[config.mk]
export PLATFORM = sky130hd
export DESIGN_NAME = ddl_host
export DESIGN_NICKNAME = d
export VERILOG_FILES = /design/src/logic/ddl_pkg.sv /design/src/logic/ddl_timer_if.sv /design/src/logic/ddl_timer.sv /design/src/logic/ddl_host.sv
export SDC_FILE = /design/constraint.sdc
export NUM_CORES = 1
export LEC_CHECK = 0
export BUFFER_PORTS_ARGS = -buffer_cell sky130_fd_sc_hd__buf_2
export CORE_MARGIN = 4
export CORE_UTILIZATION = 55
export CTS_CLUSTER_SIZE = 28
export DETAILED_ROUTE_END_ITERATION = 10
export GPL_TIMING_DRIVEN = 1
export PLACE_DENSITY = 0.94
export SYNTH_ARGS = -nofsm -noshare
export SYNTH_HDL_FRONTEND = slang
export SYNTH_SLANG_ARGS = --single-unit
[constraint.sdc]
create_clock -name core_clk -period 5.25 [get_ports core_clk]
set_clock_uncertainty 0.2 [all_clocks]
set_input_delay 0.525 -clock core_clk [delete_from_list [all_inputs] [get_ports core_clk]]
set_output_delay 0.525 -clock core_clk [all_outputs]
set_load 0.01 [all_outputs]
[src/logic/ddl_pkg.sv]
package ddl_pkg;
   // pin-side timing, in ns, and derived cycle counts at 100 MHz
   localparam int CLK_PERIOD_NS = 10;
   localparam int T_SETUP_NS = 30;
   localparam int T_WRITE_NS = 50;
   localparam int T_LOAD_NS = 50;
   localparam int T_HOLD_NS = 10;
   localparam int T_SETUP_CYC = (T_SETUP_NS + CLK_PERIOD_NS - 1) / CLK_PERIOD_NS;
   localparam int T_WRITE_CYC = (T_WRITE_NS + CLK_PERIOD_NS - 1) / CLK_PERIOD_NS;
   localparam int T_LOAD_CYC = (T_LOAD_NS + CLK_PERIOD_NS - 1) / CLK_PERIOD_NS;
   localparam int T_HOLD_CYC = (T_HOLD_NS + CLK_PERIOD_NS - 1) / CLK_PERIOD_NS;
   // field layout of a 12-bit word split into bytes
   localparam int WORD_W = 12;
   localparam int BYTE_W = 8;
   localparam int HI_W = 4;
   localparam int CNT_W = 4;
   // latch address codes on the byte-wide variant
   localparam logic [1:0] ADDR_A_LO = 2'h0;
   localparam logic [1:0] ADDR_A_HI = 2'h1;
   localparam logic [1:0] ADDR_B_LO = 2'h2;
   localparam logic [1:0] ADDR_B_HI = 2'h3;
   typedef enum logic {DDL_PAR, DDL_BYTE} ddl_variant_t;
endpackage

[src/logic/ddl_timer_if.sv]
interface ddl_timer_if;
   import ddl_pkg::*;
   logic start;
   logic [CNT_W-1:0] len;
   logic done;
   modport owner (output start, output len, input done);
   modport timer (input start, input len, output done);
endinterface

[src/logic/ddl_timer.sv]
module ddl_timer
   import ddl_pkg::*;
(
   input wire logic core_clk,
   input wire logic nrst,
   ddl_timer_if.timer t
);
   logic [CNT_W-1:0] cnt_q, cnt_d;
   logic run_q, run_d;

   // load on start, count down to one, then flag done
   always_comb begin
      cnt_d = cnt_q;
      run_d = run_q;
      if (t.start) begin
         cnt_d = t.len;
         run_d = 1'b1;
      end else if (run_q) begin
         if (cnt_q <= CNT_W'(1)) run_d = 1'b0;
         else cnt_d = cnt_q - CNT_W'(1);
      end
   end

   always_ff @(posedge core_clk or negedge nrst) begin
      if (!nrst) begin
         cnt_q <= '0;
         run_q <= 1'b0;
      end else begin
         cnt_q <= cnt_d;
         run_q <= run_d;
      end
   end

   // single-cycle pulse as the last counted cycle ends; built from flops
   // only, since the owner restarts on done and must not loop back into it
   assign t.done = run_q && (cnt_q <= CNT_W'(1));
endmodule

[src/logic/ddl_host.sv]
// Overview of operation
// - load strobe stays low a full pulse width after write ends
// - byte part: four latch writes plus one load, two writes a word
// - latch address comes from the channel and byte phase; high nibble right-justified
// - parallel part: full word to one or both channels in a single write
module ddl_host
   import ddl_pkg::*;
#(
   parameter ddl_variant_t VARIANT = DDL_BYTE
)(
   input wire logic core_clk,
   input wire logic nrst,
   input wire logic req_valid,
   output logic req_ready,
   input wire logic req_chan_b,
   input wire logic req_both,
   input wire logic req_load,
   input wire logic [WORD_W-1:0] req_data,
   output logic done,
   output logic [WORD_W-1:0] dac_data,
   output logic chan_a_select_n,
   output logic chan_b_select_n,
   output logic cs_n,
   output logic wr_n,
   output logic latch_addr_lo,
   output logic latch_addr_hi,
   output logic load_outputs_n
);
   typedef enum logic [2:0] {
      ST_IDLE, ST_SETUP, ST_STROBE, ST_HOLD, ST_LOAD
   } ddl_state_t;

   ddl_timer_if tif ();
   ddl_timer u_tmr (.core_clk(core_clk), .nrst(nrst), .t(tif));

   ddl_state_t st_q, st_d;
   logic [WORD_W-1:0] word_q, word_d;
   logic [WORD_W-1:0] dout_q, dout_d;
   logic [1:0] addr_q, addr_d;
   logic sel_a_q, sel_a_d, sel_b_q, sel_b_d;
   logic cs_q, cs_d, wr_q, wr_d, ld_q, ld_d;
   logic second_q, second_d, done_q, done_d;

   // byte for the given phase: low byte, or high nibble right-justified
   function automatic logic [WORD_W-1:0] pick(input logic [WORD_W-1:0] w,
                                              input logic hi);
      if (hi) pick = {{BYTE_W{1'b0}}, w[WORD_W-1:BYTE_W]};
      else pick = {{HI_W{1'b0}}, w[BYTE_W-1:0]};
   endfunction

   // latch address for a channel and byte half
   function automatic logic [1:0] addr_of(input logic b, input logic hi);
      addr_of = b ? (hi ? ADDR_B_HI : ADDR_B_LO)
                  : (hi ? ADDR_A_HI : ADDR_A_LO);
   endfunction

   ////////////////////////////////////////////////////////////////////
   // write sequencer
   always_comb begin
      st_d = st_q;
      word_d = word_q;
      dout_d = dout_q;
      addr_d = addr_q;
      sel_a_d = sel_a_q;
      sel_b_d = sel_b_q;
      cs_d = cs_q;
      wr_d = wr_q;
      ld_d = ld_q;
      second_d = second_q;
      done_d = 1'b0;
      tif.start = 1'b0;
      tif.len = CNT_W'(T_SETUP_CYC);
      unique case (st_q)
         ST_IDLE: begin
            if (req_valid) begin
               word_d = req_data;
               second_d = 1'b0;
               tif.start = 1'b1;
               if (VARIANT == DDL_BYTE && req_load) begin
                  // load-only: pulse the shared strobe, no write cycle
                  ld_d = 1'b0;
                  tif.len = CNT_W'(T_LOAD_CYC);
                  st_d = ST_LOAD;
               end else begin
                  if (VARIANT == DDL_PAR) begin
                     // one full-width write, with one or both channel selects low
                     dout_d = req_data;
                     sel_a_d = req_both || !req_chan_b;
                     sel_b_d = req_both || req_chan_b;
                  end else begin
                     // low byte first here; the part takes either order
                     dout_d = pick(req_data, 1'b0);
                     addr_d = addr_of(req_chan_b, 1'b0);
                     cs_d = 1'b1;
                  end
                  st_d = ST_SETUP;
               end
            end
         end
         ST_SETUP: begin
            // data and address settle before the strobe drops
            if (tif.done) begin
               wr_d = 1'b1;
               tif.start = 1'b1;
               tif.len = CNT_W'(T_WRITE_CYC);
               st_d = ST_STROBE;
            end
         end
         ST_STROBE: begin
            if (tif.done) begin
               // rising strobe edge captures the word
               wr_d = 1'b0;
               tif.start = 1'b1;
               tif.len = CNT_W'(T_HOLD_CYC);
               st_d = ST_HOLD;
            end
         end
         ST_HOLD: begin
            if (tif.done) begin
               sel_a_d = 1'b0;
               sel_b_d = 1'b0;
               cs_d = 1'b0;
               if (VARIANT == DDL_BYTE && !second_q) begin
                  // second write carries the high nibble
                  second_d = 1'b1;
                  dout_d = pick(word_q, 1'b1);
                  // channel of the word in flight: first byte's address
                  addr_d = addr_of(addr_q[1], 1'b1);
                  cs_d = 1'b1;
                  tif.start = 1'b1;
                  st_d = ST_SETUP;
               end else begin
                  done_d = 1'b1;
                  st_d = ST_IDLE;
               end
            end
         end
         ST_LOAD: begin
            // strobe low a full pulse width, clear of any write
            if (tif.done) begin
               ld_d = 1'b1;
               done_d = 1'b1;
               st_d = ST_IDLE;
            end
         end
      endcase
   end

   always_ff @(posedge core_clk or negedge nrst) begin
      if (!nrst) begin
         st_q <= ST_IDLE;
         word_q <= '0;
         dout_q <= '0;
         addr_q <= ADDR_A_LO;
         sel_a_q <= 1'b0;
         sel_b_q <= 1'b0;
         cs_q <= 1'b0;
         wr_q <= 1'b0;
         ld_q <= 1'b1;
         second_q <= 1'b0;
         done_q <= 1'b0;
      end else begin
         st_q <= st_d;
         word_q <= word_d;
         dout_q <= dout_d;
         addr_q <= addr_d;
         sel_a_q <= sel_a_d;
         sel_b_q <= sel_b_d;
         cs_q <= cs_d;
         wr_q <= wr_d;
         ld_q <= ld_d;
         second_q <= second_d;
         done_q <= done_d;
      end
   end

   ////////////////////////////////////////////////////////////////////
   // pins: active-low strobes come straight from flops, no glitches
   assign req_ready = (st_q == ST_IDLE);
   assign done = done_q;
   assign dac_data = dout_q;
   assign chan_a_select_n = !sel_a_q;
   assign chan_b_select_n = !sel_b_q;
   assign cs_n = !cs_q;
   assign wr_n = !wr_q;
   assign latch_addr_lo = addr_q[0];
   assign latch_addr_hi = addr_q[1];
   assign load_outputs_n = ld_q;

   ////////////////////////////////////////////////////////////////////
   // checks
   property p_wr_sel;
      @(posedge core_clk) disable iff (!nrst)
         !wr_n |-> (VARIANT == DDL_PAR ? !(chan_a_select_n && chan_b_select_n)
                                       : !cs_n);
   endproperty
   a_wr_sel: assert property (p_wr_sel) else $error("strobe without select");

   property p_no_overlap;
      @(posedge core_clk) disable iff (!nrst)
         !load_outputs_n |-> wr_n && cs_n;
   endproperty
   a_no_overlap: assert property (p_no_overlap) else $error("load in write");

   property p_load_width;
      @(posedge core_clk) disable iff (!nrst)
         $fell(load_outputs_n) |-> !load_outputs_n [*5];
   endproperty
   a_load_width: assert property (p_load_width) else $error("load short");

   property p_stable_data;
      @(posedge core_clk) disable iff (!nrst)
         !wr_n |-> $stable(dac_data) && $stable(latch_addr_lo)
                   && $stable(latch_addr_hi);
   endproperty
   a_stable_data: assert property (p_stable_data) else $error("data moved");

   property p_hi_nibble;
      @(posedge core_clk) disable iff (!nrst)
         (VARIANT == DDL_BYTE && !wr_n && latch_addr_lo) |->
            dac_data[WORD_W-1:HI_W] == '0;
   endproperty
   a_hi_nibble: assert property (p_hi_nibble) else $error("nibble");
endmodule

## After elaboration in Yosys (flattened, before gate mapping)

Cells that the tools add are included.

- Flip-flop bits (word level): 39
- Output and inout bits: 21
- Bits of input ports: 18
- Logic and storage cells: 94

- Multiplexer cells: 51
- $add $sub $neg: 1
- Equality and inequality tests: 13
- $lt $le $gt $ge: 1
- Reduce and logical (&&, ||, !) cells: 17

Operator list:

| kind | number |
|---|---|
| 2-to-1 mux 12 bit | 4 |
| 2-to-1 mux 3 bit | 9 |
| one-hot mux 12 bit (2 select lines) | 1 |
| 2-to-1 mux 1 bit | 18 |
| != test 2 bit, second input constant | 8 |
| one-hot mux 3 bit (5 select lines) | 1 |
| 2-to-1 mux 2 bit | 7 |
| 2-to-1 mux 4 bit | 3 |
| one-hot mux 1 bit (2 select lines) | 5 |
| AND reduction 5 bit | 2 |
| one-hot mux 3 bit (3 select lines) | 1 |
| AND reduction 4 bit | 2 |
| nonzero test 2 bit | 4 |
| == test 3 x 2 -> 1 bit, second input constant | 2 |
| AND reduction 3 bit | 2 |
| less-or-equal comparator 4 x 1 -> 1 bit, second input constant | 1 |
| one-hot mux 2 bit (2 select lines) | 1 |
| AND reduction 2 bit | 2 |
| subtractor 4 x 1 -> 4 bit, second input constant | 1 |
| == test 3 x 1 -> 1 bit, second input constant | 1 |
| == test 3 bit, second input constant | 1 |
| zero test 3 bit | 1 |
| one-hot mux 1 bit (3 select lines) | 1 |
| zero test 1 bit | 2 |
| other kinds (3) | 3 |

## Longest topological paths before layout

Gate-level depths: netlist of the first run.

- Depth after elaboration: 6
- Depth in mapped cells: 8
- Mapped depth without buffers: 6

## Modules after synthesis

A second synthesis of the first run with hierarchy kept.

- Cell total of the unflattened synthesis: 159
- Area total of the unflattened synthesis: 1532.7 um^2

By module, submodules not included:

| module | cells an instance | instances | area an instance (um^2) | seq. area each (um^2) |
|---|---|---|---|---|
| ddl_host | 123 | 1 | 1176.1 | 551.8 |
| ddl_timer | 36 | 1 | 356.6 | 125.1 |

## Worst setup path before layout of the first run

OpenSTA, ideal clock, no wires.

- Path type: register to register
- From: register u_tmr.cnt_q[0]
- To: register dout_q[0], in the netlist dac_data[0]
- Data arrival time: 1.838 ns
- Path buffers: 1
- Slack: 3.087 ns
- Stages on the path, launching flop included: 8
- Required time: 4.925 ns
- Period minus slack after synthesis: 2.163 ns
- Library setup time: 0.125 ns
- Cell sequence: dfrtp_1 inv_1 ha_1 or2_2 clkbuf_1 nand4_2 a221oi_4 mux2_2

- Word-level cells in the longest chain between the ends: 4

RTL lines:

| element | RTL line | source |
|---|---|---|
| start, declared | ddl_timer.sv:8 | `logic [CNT_W-1:0] cnt_q, cnt_d;` |
| start signal, assigned | ddl_timer.sv:29 | `cnt_q <= cnt_d;` |
| less-or-equal comparator 4 x 1 -> 1 bit | ddl_timer.sv:36 | `assign t.done = run_q && (cnt_q <= CNT_W'(1));` |
| logical AND 1 bit | ddl_timer.sv:36 |  |
| != test 2 bit (no source line) | -- |  |
| AND reduction 5 bit (no source line) | -- |  |
| end signal, assigned | ddl_host.sv:165 | `dout_q <= dout_d;` |
| end, declared | ddl_host.sv:38 | `logic [WORD_W-1:0] dout_q, dout_d;` |

No other way between the ends.
A chain may end at the register's enable or synchronous reset.

## Worst setup path after layout of the first run

- From: register st_q[2]
- To: register dout_q[3], in the netlist dac_data[3]

- Word-level cells in the longest chain between the ends: 3
- Elaborated cells between the ends (all ways): 9
- Those cells by class: eq/ne: 5; mux: 1; reduce/logical: 3

RTL lines:

| element | RTL line | source |
|---|---|---|
| start, declared | ddl_host.sv:36 | `ddl_state_t st_q, st_d;` |
| start signal, assigned | ddl_host.sv:163 | `st_q <= st_d;` |
| == test 3 x 2 -> 1 bit / zero test 3 bit (equally long branches) | ddl_host.sv:73 | `unique case (st_q)` |
| != test 2 bit (no source line) / nonzero test 2 bit (equally long branches) | -- |  |
| AND reduction 5 bit (no source line) | -- |  |

Several ways; a longest one is shown, not always the timed one.

==> results of run 1 <==
==> final timing paths <==
kind	to	slack (ns)	cells past startpoint
worst min register to register	word_q[11]	0.30	2
worst max-delay path	dac_data[3]	2.68	4
worst min-delay path	word_q[8]	0.19	3
worst max register to register	dac_data[3]	2.68	4
min in group asynchronous	st_q[2]	0.52	2
max in group asynchronous	word_q[11]	3.93	2
==> placed cells by master (no fill, tap or decap), types with 2 or more instances in the layout <==
| master | count |
|---|---|
| a22oi_1 | 2 |
| ha_1 | 2 |
| o22a_1 | 2 |
| o22ai_1 | 2 |
| nand3_1 | 2 |
| conb_1 | 6 |
| nor2_1 | 9 |
| o21ai_0 | 6 |
| clkbuf_4 | 3 |
| a21oi_1 | 10 |
| nor4b_2 | 2 |
| nor2b_1 | 3 |
| mux2_2 | 8 |
| inv_1 | 5 |
| a22o_1 | 5 |
| a21o_1 | 2 |
| nand2_1 | 20 |
| buf_2 | 31 |
| dfrtp_1 | 26 |
| nand4_1 | 3 |
| nor3_1 | 4 |
| and3_1 | 2 |
| o2bb2ai_1 | 2 |
==> routing by layer <==
metal	vias up	track usage
met2	35	0.3179
met5	-	0
met4	0	0.04114
met1	599	0.2115
li1	571	-
met3	4	0.04104
==> Yosys cell counts, types with 2 or more instances <==
cell type and number:
a21oi_1 10, ha_1 2, buf_6 3, nand2_1 20, nand4_1 3, o2bb2ai_1 2
and3_1 2, nor2_1 9, o21ai_0 6, a22o_1 5, mux2_2 8, a21o_1 2
buf_4 6, dfrtp_1 26, o22a_1 2, clkbuf_1 6, inv_1 5, nor3_1 4
nand3_1 2, a22oi_1 2, nor2b_1 3, conb_1 2, nor4b_2 2, o22ai_1 2
==> power by group through the flow <==
stage	registers [W]	logic [W]	clock network, W
floorplan	0.000360	0.000325	0
finish	0.000384	0.000400	0.0000890
detailed placement	0.000386	0.000398	0
global route	0.000395	0.000445	0.000101
global placement	0.000377	0.000378	0
CTS	0.000381	0.000401	0.0000931
==> flip-flops by register name, indices dropped and copies added (netlist names) <==
register and count:
addr_q 2, cs_q 1, dac_data 8, done 1
load_outputs_n 1, second_q 1, st_q 3, u_tmr.cnt_q 4
u_tmr.run_q 1, word_q 4, wr_q 1
==> logic make-up after synthesis <==
kind of cell | after synthesis | synth area share
multiplexers | 8 | 0.06061
adder cells (fa/ha/maj) | 2 | 0.01683
flip-flops | 27 | 0.4554
buffers and inverters | 20 | 0.08080
AO/OA/AOI/OAI | 37 | 0.1801
other | 2 | 0.005052
AND/OR/NAND/NOR | 52 | 0.1894
XOR/XNOR | 2 | 0.01179
==> timing repair <==
action	4_1_cts	5_1_grt
buffers inserted	0	0
hold buffers	1	0
endpoints found under the hold margin	13	0
==> critical path: stages (launching register included) <==
cell	delay, ns
dfrtp_1	0.61
and3b_1	0.60
nand4_2	0.27
a221oi_4	0.41
mux2_2	0.38
==> final cells by class <==
type,count,area [µm²]
clock buffers,4,26.28
fillers,215,893.4
inverters,5,18.77
multi-input cells,107,704.4
flip-flops and latches,27,676.9
well taps,30,37.54
repair buffers,32,165.2
==> metrics by stage <==
| stage | cells | util |
|---|---|---|
| final | 205 | 0.6458 |
| after global routing | 205 | 0.6458 |
| after CTS | 205 | 0.6458 |
| after detailed placement | 200 | 0.6314 |
| after global placement | 200 | 0.6314 |
| after floorplan | 154 | - |
==> run summary, run 1 <==
Run status: complete, no violations
Largest net degree at the start of global routing: 28
Final Hold Fails: 0
Cell area after synthesis: 1486 µm²
TritonRoute pass-1 iters: 4
Setup WS pre-CTS: 2.737 ns
Vias: 1209
Ports: 39
HP Class: input port to flip-flop
Routed Wire Length: 3115 µm
CP Class: flip-flop to flip-flop
Synth warn: 0
Reg clk slew, reported paths: 0.14 ns
Worst slew pin tran: 0.7172 ns
Most common flop cell mapped by yosys: dfrtp_1
R2R Path Start: st_q[2]
Syn Inst Count: 150
CTS Buf Count: 3
Clock power frac: 0.102
WP data arrival: 2.58 ns
Highest net fanout along the worst path: 18
Synth cell types: 40
Area growth syn-to-layout: 9.596%
Synth area leader: dfrtp_1
Crit end category: flip-flop
GRT Util Overall: 0.1767
Clock Sinks: 27
Max Used Layer: met4
CP Data Required Time: 5.27 ns
Cell area after layout: 1629 µm²
Post-route ant nets: 0
Post-synth EDFFs: 0
Die Height: 59.99 µm
Setup WS post-layout: 2.684 ns
Max Slew Vio Count: 0
Hold path startpoint: req_data[8]
CTS root buffer: clkbuf_4
Comb pwr share: 0.458
Ant. Diodes: 0
Switching power total: 0.0003675 W
Iteration-0 DRC Markers: 56
Clk Latency, worst-skew pair: 0.32 ns
Net Sw Frac: 0.4211
Slew HR: 0.5206
Hold_ws: 0.1880 ns
Met3 routed WL: 175 µm
CTS tree: done
Core Footprint: 2522 µm²
DIE WIDTH: 59.99 µm
Layout cells sized above 1: 0.2800
Vias in the first global route: 1109
Min cycle time layout: 2.566 ns
Worst-case clock buffer depth: 2
Grt ovf: 0
Post-route DRC: 0
Top cell type's share of synthesized area: 0.4377
PortBufs: 31
#FFs+latches synth: 27
DP Area: 1593 µm²
Worst-case vdd ir drop: 0.3016 mV
Post-synth ARST share: 1.000
Tcrit/Tclk final: 0.4887
Maximum clock rate: 389.7 MHz
Die area: 3598 µm²
Standby leakage power: 0.7895 nW
Mean Syn Cell Area: 9.910 µm²
Post-DP HPWL: 2347 µm
Part of the power in registers: 0.440
Vias/cell: 5.898
Row Count: 18
Final #Nets: 196
Overall power: 0.0008728 W
Initial Utilization: 0.5893
Critical Path Source: st_q[2]
Final setup vio count: 0
CTS H-tree depth: 1
Seq/Total Area, Yosys: 0.4554
Final setup TNS: 0 ns
Final GP Congestion: 0.8475
Initial antenna violation count: 0
Power per cell area: 535.8 nW/µm²
Routed length per instance: 15.20 µm
Routed met1 length: 1254 µm
Global-route wire length before repair: 4836 µm
Crit start category: flip-flop
Int Power: 0.0005053 W
Max-Cap Viols: 0
RSZ-0062 raised after global routing: false
Metal2 WL: 1664 µm
PostCTS Resize Cnt: 0
Area contributors post-synth: dfrtp_1 (44%), mux2_2 (6.1%), nand2_1 (5.1%)
Note: power is estimated with default switching activity, not from simulation.
==> run 2: changes to the inputs <==
--- a/config.mk
+++ b/config.mk
@@ -5,13 +5,14 @@
 export SDC_FILE = /design/constraint.sdc
 export NUM_CORES = 1
 export LEC_CHECK = 0
+export ABC_AREA = 1
 export BUFFER_PORTS_ARGS = -buffer_cell sky130_fd_sc_hd__buf_2
 export CORE_MARGIN = 4
-export CORE_UTILIZATION = 55
+export CORE_UTILIZATION = 51
 export CTS_CLUSTER_SIZE = 28
 export DETAILED_ROUTE_END_ITERATION = 10
 export GPL_TIMING_DRIVEN = 1
-export PLACE_DENSITY = 0.94
+export PLACE_DENSITY = 0.89
 export SYNTH_ARGS = -nofsm -noshare
 export SYNTH_HDL_FRONTEND = slang
 export SYNTH_SLANG_ARGS = --single-unit
==> constraint.sdc (replaced) <==
create_clock -name core_clk -period 2.6 [get_ports core_clk]
set_clock_uncertainty 0.2 [all_clocks]
set_input_delay 0.26 -clock core_clk [delete_from_list [all_inputs] [get_ports core_clk]]
set_output_delay 0.26 -clock core_clk [all_outputs]
set_load 0.01 [all_outputs]
==> run summary, run 2 <==
Part of the power in registers: 0.372 (-0.068)
Crit end category: flip-flop
Crit start category: flip-flop
#FFs+latches synth: 27 (unchanged)
Iteration-0 DRC Markers: 50 (-11%)
Max-Cap Viols: 0 (unchanged)
Most frequent cells in the layout: nand2_1 (84), buf_2 (31), dfrtp_1 (26)
Core Footprint: 2567 µm² (+1.8%)
Most frequent cells after synthesis: nand2_1 (84), dfrtp_1 (26), inv_1 (17), nor2_1 (13), nand3_1 (10)
Max Slew Vio Count: 0 (unchanged)
Seq/Total Area, Yosys: 0.4729 (+0.01751)
Largest net degree at the start of global routing: 28 (unchanged)
TritonRoute pass-1 iters: 4 (unchanged)
Maximum clock rate: 488.3 MHz (+25%)
Net Sw Frac: 0.4714 (+0.05033)
Post-route ant nets: 0 (unchanged)
Int Power: 0.001047 W (+110%)
Clock power frac: 0.092 (-0.010)
CTS Buf Count: 3 (unchanged)
Final setup vio count: 0 (unchanged)
HP Class: input port to flip-flop
Synth Area in XOR/XNOR: 0.01224 (+0.0004533)
Syn Inst Count: 190 (+27%)
Worst-case clock buffer depth: 2 (unchanged)
Reg clk slew, reported paths: 0.14 ns (about the same)
Most common flop cell mapped by yosys: dfrtp_1
Global-route wire length before repair: 5609 µm (+16%)
CTS root buffer: clkbuf_4
Vias/cell: 5.057 (-14%)
Worst-case vdd ir drop: 0.7794 mV (+160%)
Initial antenna violation count: 0 (unchanged)
CTS H-tree depth: 1 (unchanged)
Worst slew pin tran: 0.6041 ns (-0.1130 ns)
Reg-to-reg setup timing slack: 0.55 ns (-2.13 ns)
Post-synth EDFFs: 0 (unchanged)
CP Data Required Time: 2.63 ns (-2.64 ns)
Most common cell in the netlist: nand2_1
Slew HR: 0.5972 (+0.07660)
Synth cell types: 24 (-40%)
Synth area leader: dfrtp_1
Filler cell count: 223 (+3.7%)
Final setup TNS: 0 ns (unchanged)
Die area: 3718 µm² (+3.3%)
Synth Area in Adders: 0.01748 (+0.0006475)
Final GP Congestion: 0.8716 (+2.8%)
Post-synth ARST share: 1.000 (unchanged)
CP Class: flip-flop to flip-flop
Row Count: 18 (unchanged)
Area contributors post-synth: dfrtp_1 (45%), nand2_1 (22%), inv_1 (4.5%)
Power per cell area: 1158 nW/µm² (+120%)
Highest net fanout along the worst path: 9 (-9)
Mux contribution to synthesized area: 0 (-0.06061)
DIE WIDTH: 60.98 µm (+1.7%)
Area growth syn-to-layout: 19.49%
Routed Wire Length: 3264 µm (+4.8%)
# hold bufs at CTS: 10 (+9)
Final #Nets: 253 (+29%)
Run status: complete, no violations
RSZ-0062 raised after global routing: false
Tcrit/Tclk final: 0.7877 (+0.2989)
Post-CTS Setup Inserts: 0 (unchanged)
Post-DP HPWL: 2440 µm (+4.0%)
Ports: 39 (unchanged)
Grt ovf: 0 (unchanged)
Initial Utilization: 0.5575 (-0.03178)
CTS tree: done
Die Height: 60.98 µm (+1.7%)
Min cycle time layout: 2.048 ns (-0.5179 ns)
Clock Sinks: 27 (unchanged)
Final Hold Fails: 0 (unchanged)
Vias: 1325 (+9.6%)
Max reg flops: 8 (unchanged)
Switching power total: 0.0009339 W (+150%)
Synth warn: 0 (unchanged)
Clk Latency, worst-skew pair: 0.33 ns (about the same)
WP data arrival: 2.08 ns (-0.50 ns)
Comb pwr share: 0.536 (+0.078)
Mean Syn Cell Area: 7.534 µm² (-24%)
Layout cells sized above 1: 0.2026 (-0.07741)
Post-synthesis compound-gate area fraction: 0.05157 (-0.1286)
Vias in the first global route: 1338 (+21%)
Cell area after synthesis: 1431 µm² (-3.7%)
Post-synthesis simple-gate area fraction: 0.3540 (+0.1646)
Routed length per instance: 12.46 µm (-18%)
PostCTS Resize Cnt: 0 (unchanged)
PortBufs: 31 (unchanged)
Post-layout util: 0.6662 (+0.02035)
Standby leakage power: 0.9812 nW (+24%)
Largest family of logic cells by synthesized area: simple AND/OR/NAND/NOR gates
Post-route DRC: 0 (unchanged)
Most common cell after layout, fill and taps aside: nand2_1
Ant. Diodes: 0 (unchanged)
Top cell type's share of synthesized area: 0.4545 (+0.01684)
GRT Util Overall: 0.2019 (+0.02521)
## run 2: cell types whose count changed after synthesis, moves of 5 or more
cell	before	now
nand3_1	2	10
nand2_1	20	84
nand2_2	0	5
clkbuf_1	6	0
a21oi_1	10	1
inv_1	5	17
a22o_1	5	0
mux2_2	8	0
## run 2: worst paths after layout
check	start	endpoint	cells past startpoint
max	u_tmr.cnt_q[0]	dac_data[6]	10
min	req_data[0]	dac_data[0]	5
max reg2reg	u_tmr.cnt_q[0]	dac_data[6]	10
min reg2reg	load_outputs_n	load_outputs_n	2
max in group asynchronous	nrst	u_tmr.cnt_q[3]	2
min in group asynchronous	nrst	st_q[0]	2
## run 2: cell families after synthesis
group           after synthesis
simple gates                119
flops                        27
buf+inv                      25
compound gates               13
xor+xnor                      2
fa+ha+maj                     2
other cells                   2
## run 2: layer usage
layer | GRT usage | up-vias | share of wire
met1 | 0.2365 | 623 | 0.40
met5 | 0 | - | 0
met2 | 0.3695 | 40 | 0.53
met4 | 0.07121 | 0 | 0.016
met3 | 0.03404 | 7 | 0.047
li1 | - | 655 | -
## run 2: area by class of cell
| cell class | instances | area (µm²) | share of cell area |
|---|---|---|---|
| Sequential cell | 27 | 676.9 | 0.3958 |
| Multi-Input combinational cell | 142 | 645.6 | 0.3775 |
| Timing Repair Buffer | 41 | 255.2 | 0.1492 |
| Inverter | 18 | 67.56 | 0.03950 |
| Tap cell | 30 | 37.54 | 0.02195 |
| Clock buffer | 3 | 22.52 | 0.01317 |
| Clock inverter | 1 | 5.005 | 0.002926 |
## run 2: power groups by stage
stage                     Combinational [W]  Sequential [W]  Clock [W]
final                               0.00106        0.000737   0.000182
after global placement             0.000996        0.000733          0
after floorplan                    0.000735        0.000761          0
after detailed placement            0.00105        0.000744          0
after global routing                0.00122        0.000764   0.000200
after CTS                           0.00107        0.000735   0.000186
## run 2: through the flow
step	cells	cell area [µm²]	power [W]	setup slack [ns]	hold WS, ns
after global placement	248	1583	0.001729	0.6732	0.1003
final	262	1710	0.001981	0.5521	0.01568
after detailed placement	248	1583	0.001793	0.5873	0.09943
after floorplan	194	1446	0.001496	0.8884	-0.2356
after CTS	262	1710	0.001987	0.5522	0.009992
after global routing	262	1710	0.002181	0.4047	0.05035
## run 2: worst max-delay path, cell delays in order (launching register included)
cell	delay, ns
dfrtp_1	0.43
inv_1	0.08
ha_1	0.22
o21ai_0	0.22
inv_1	0.09
nand2_1	0.21
nand2_1	0.09
nand3_1	0.12
nand2_2	0.15
nand2_1	0.09
nand2_1	0.07
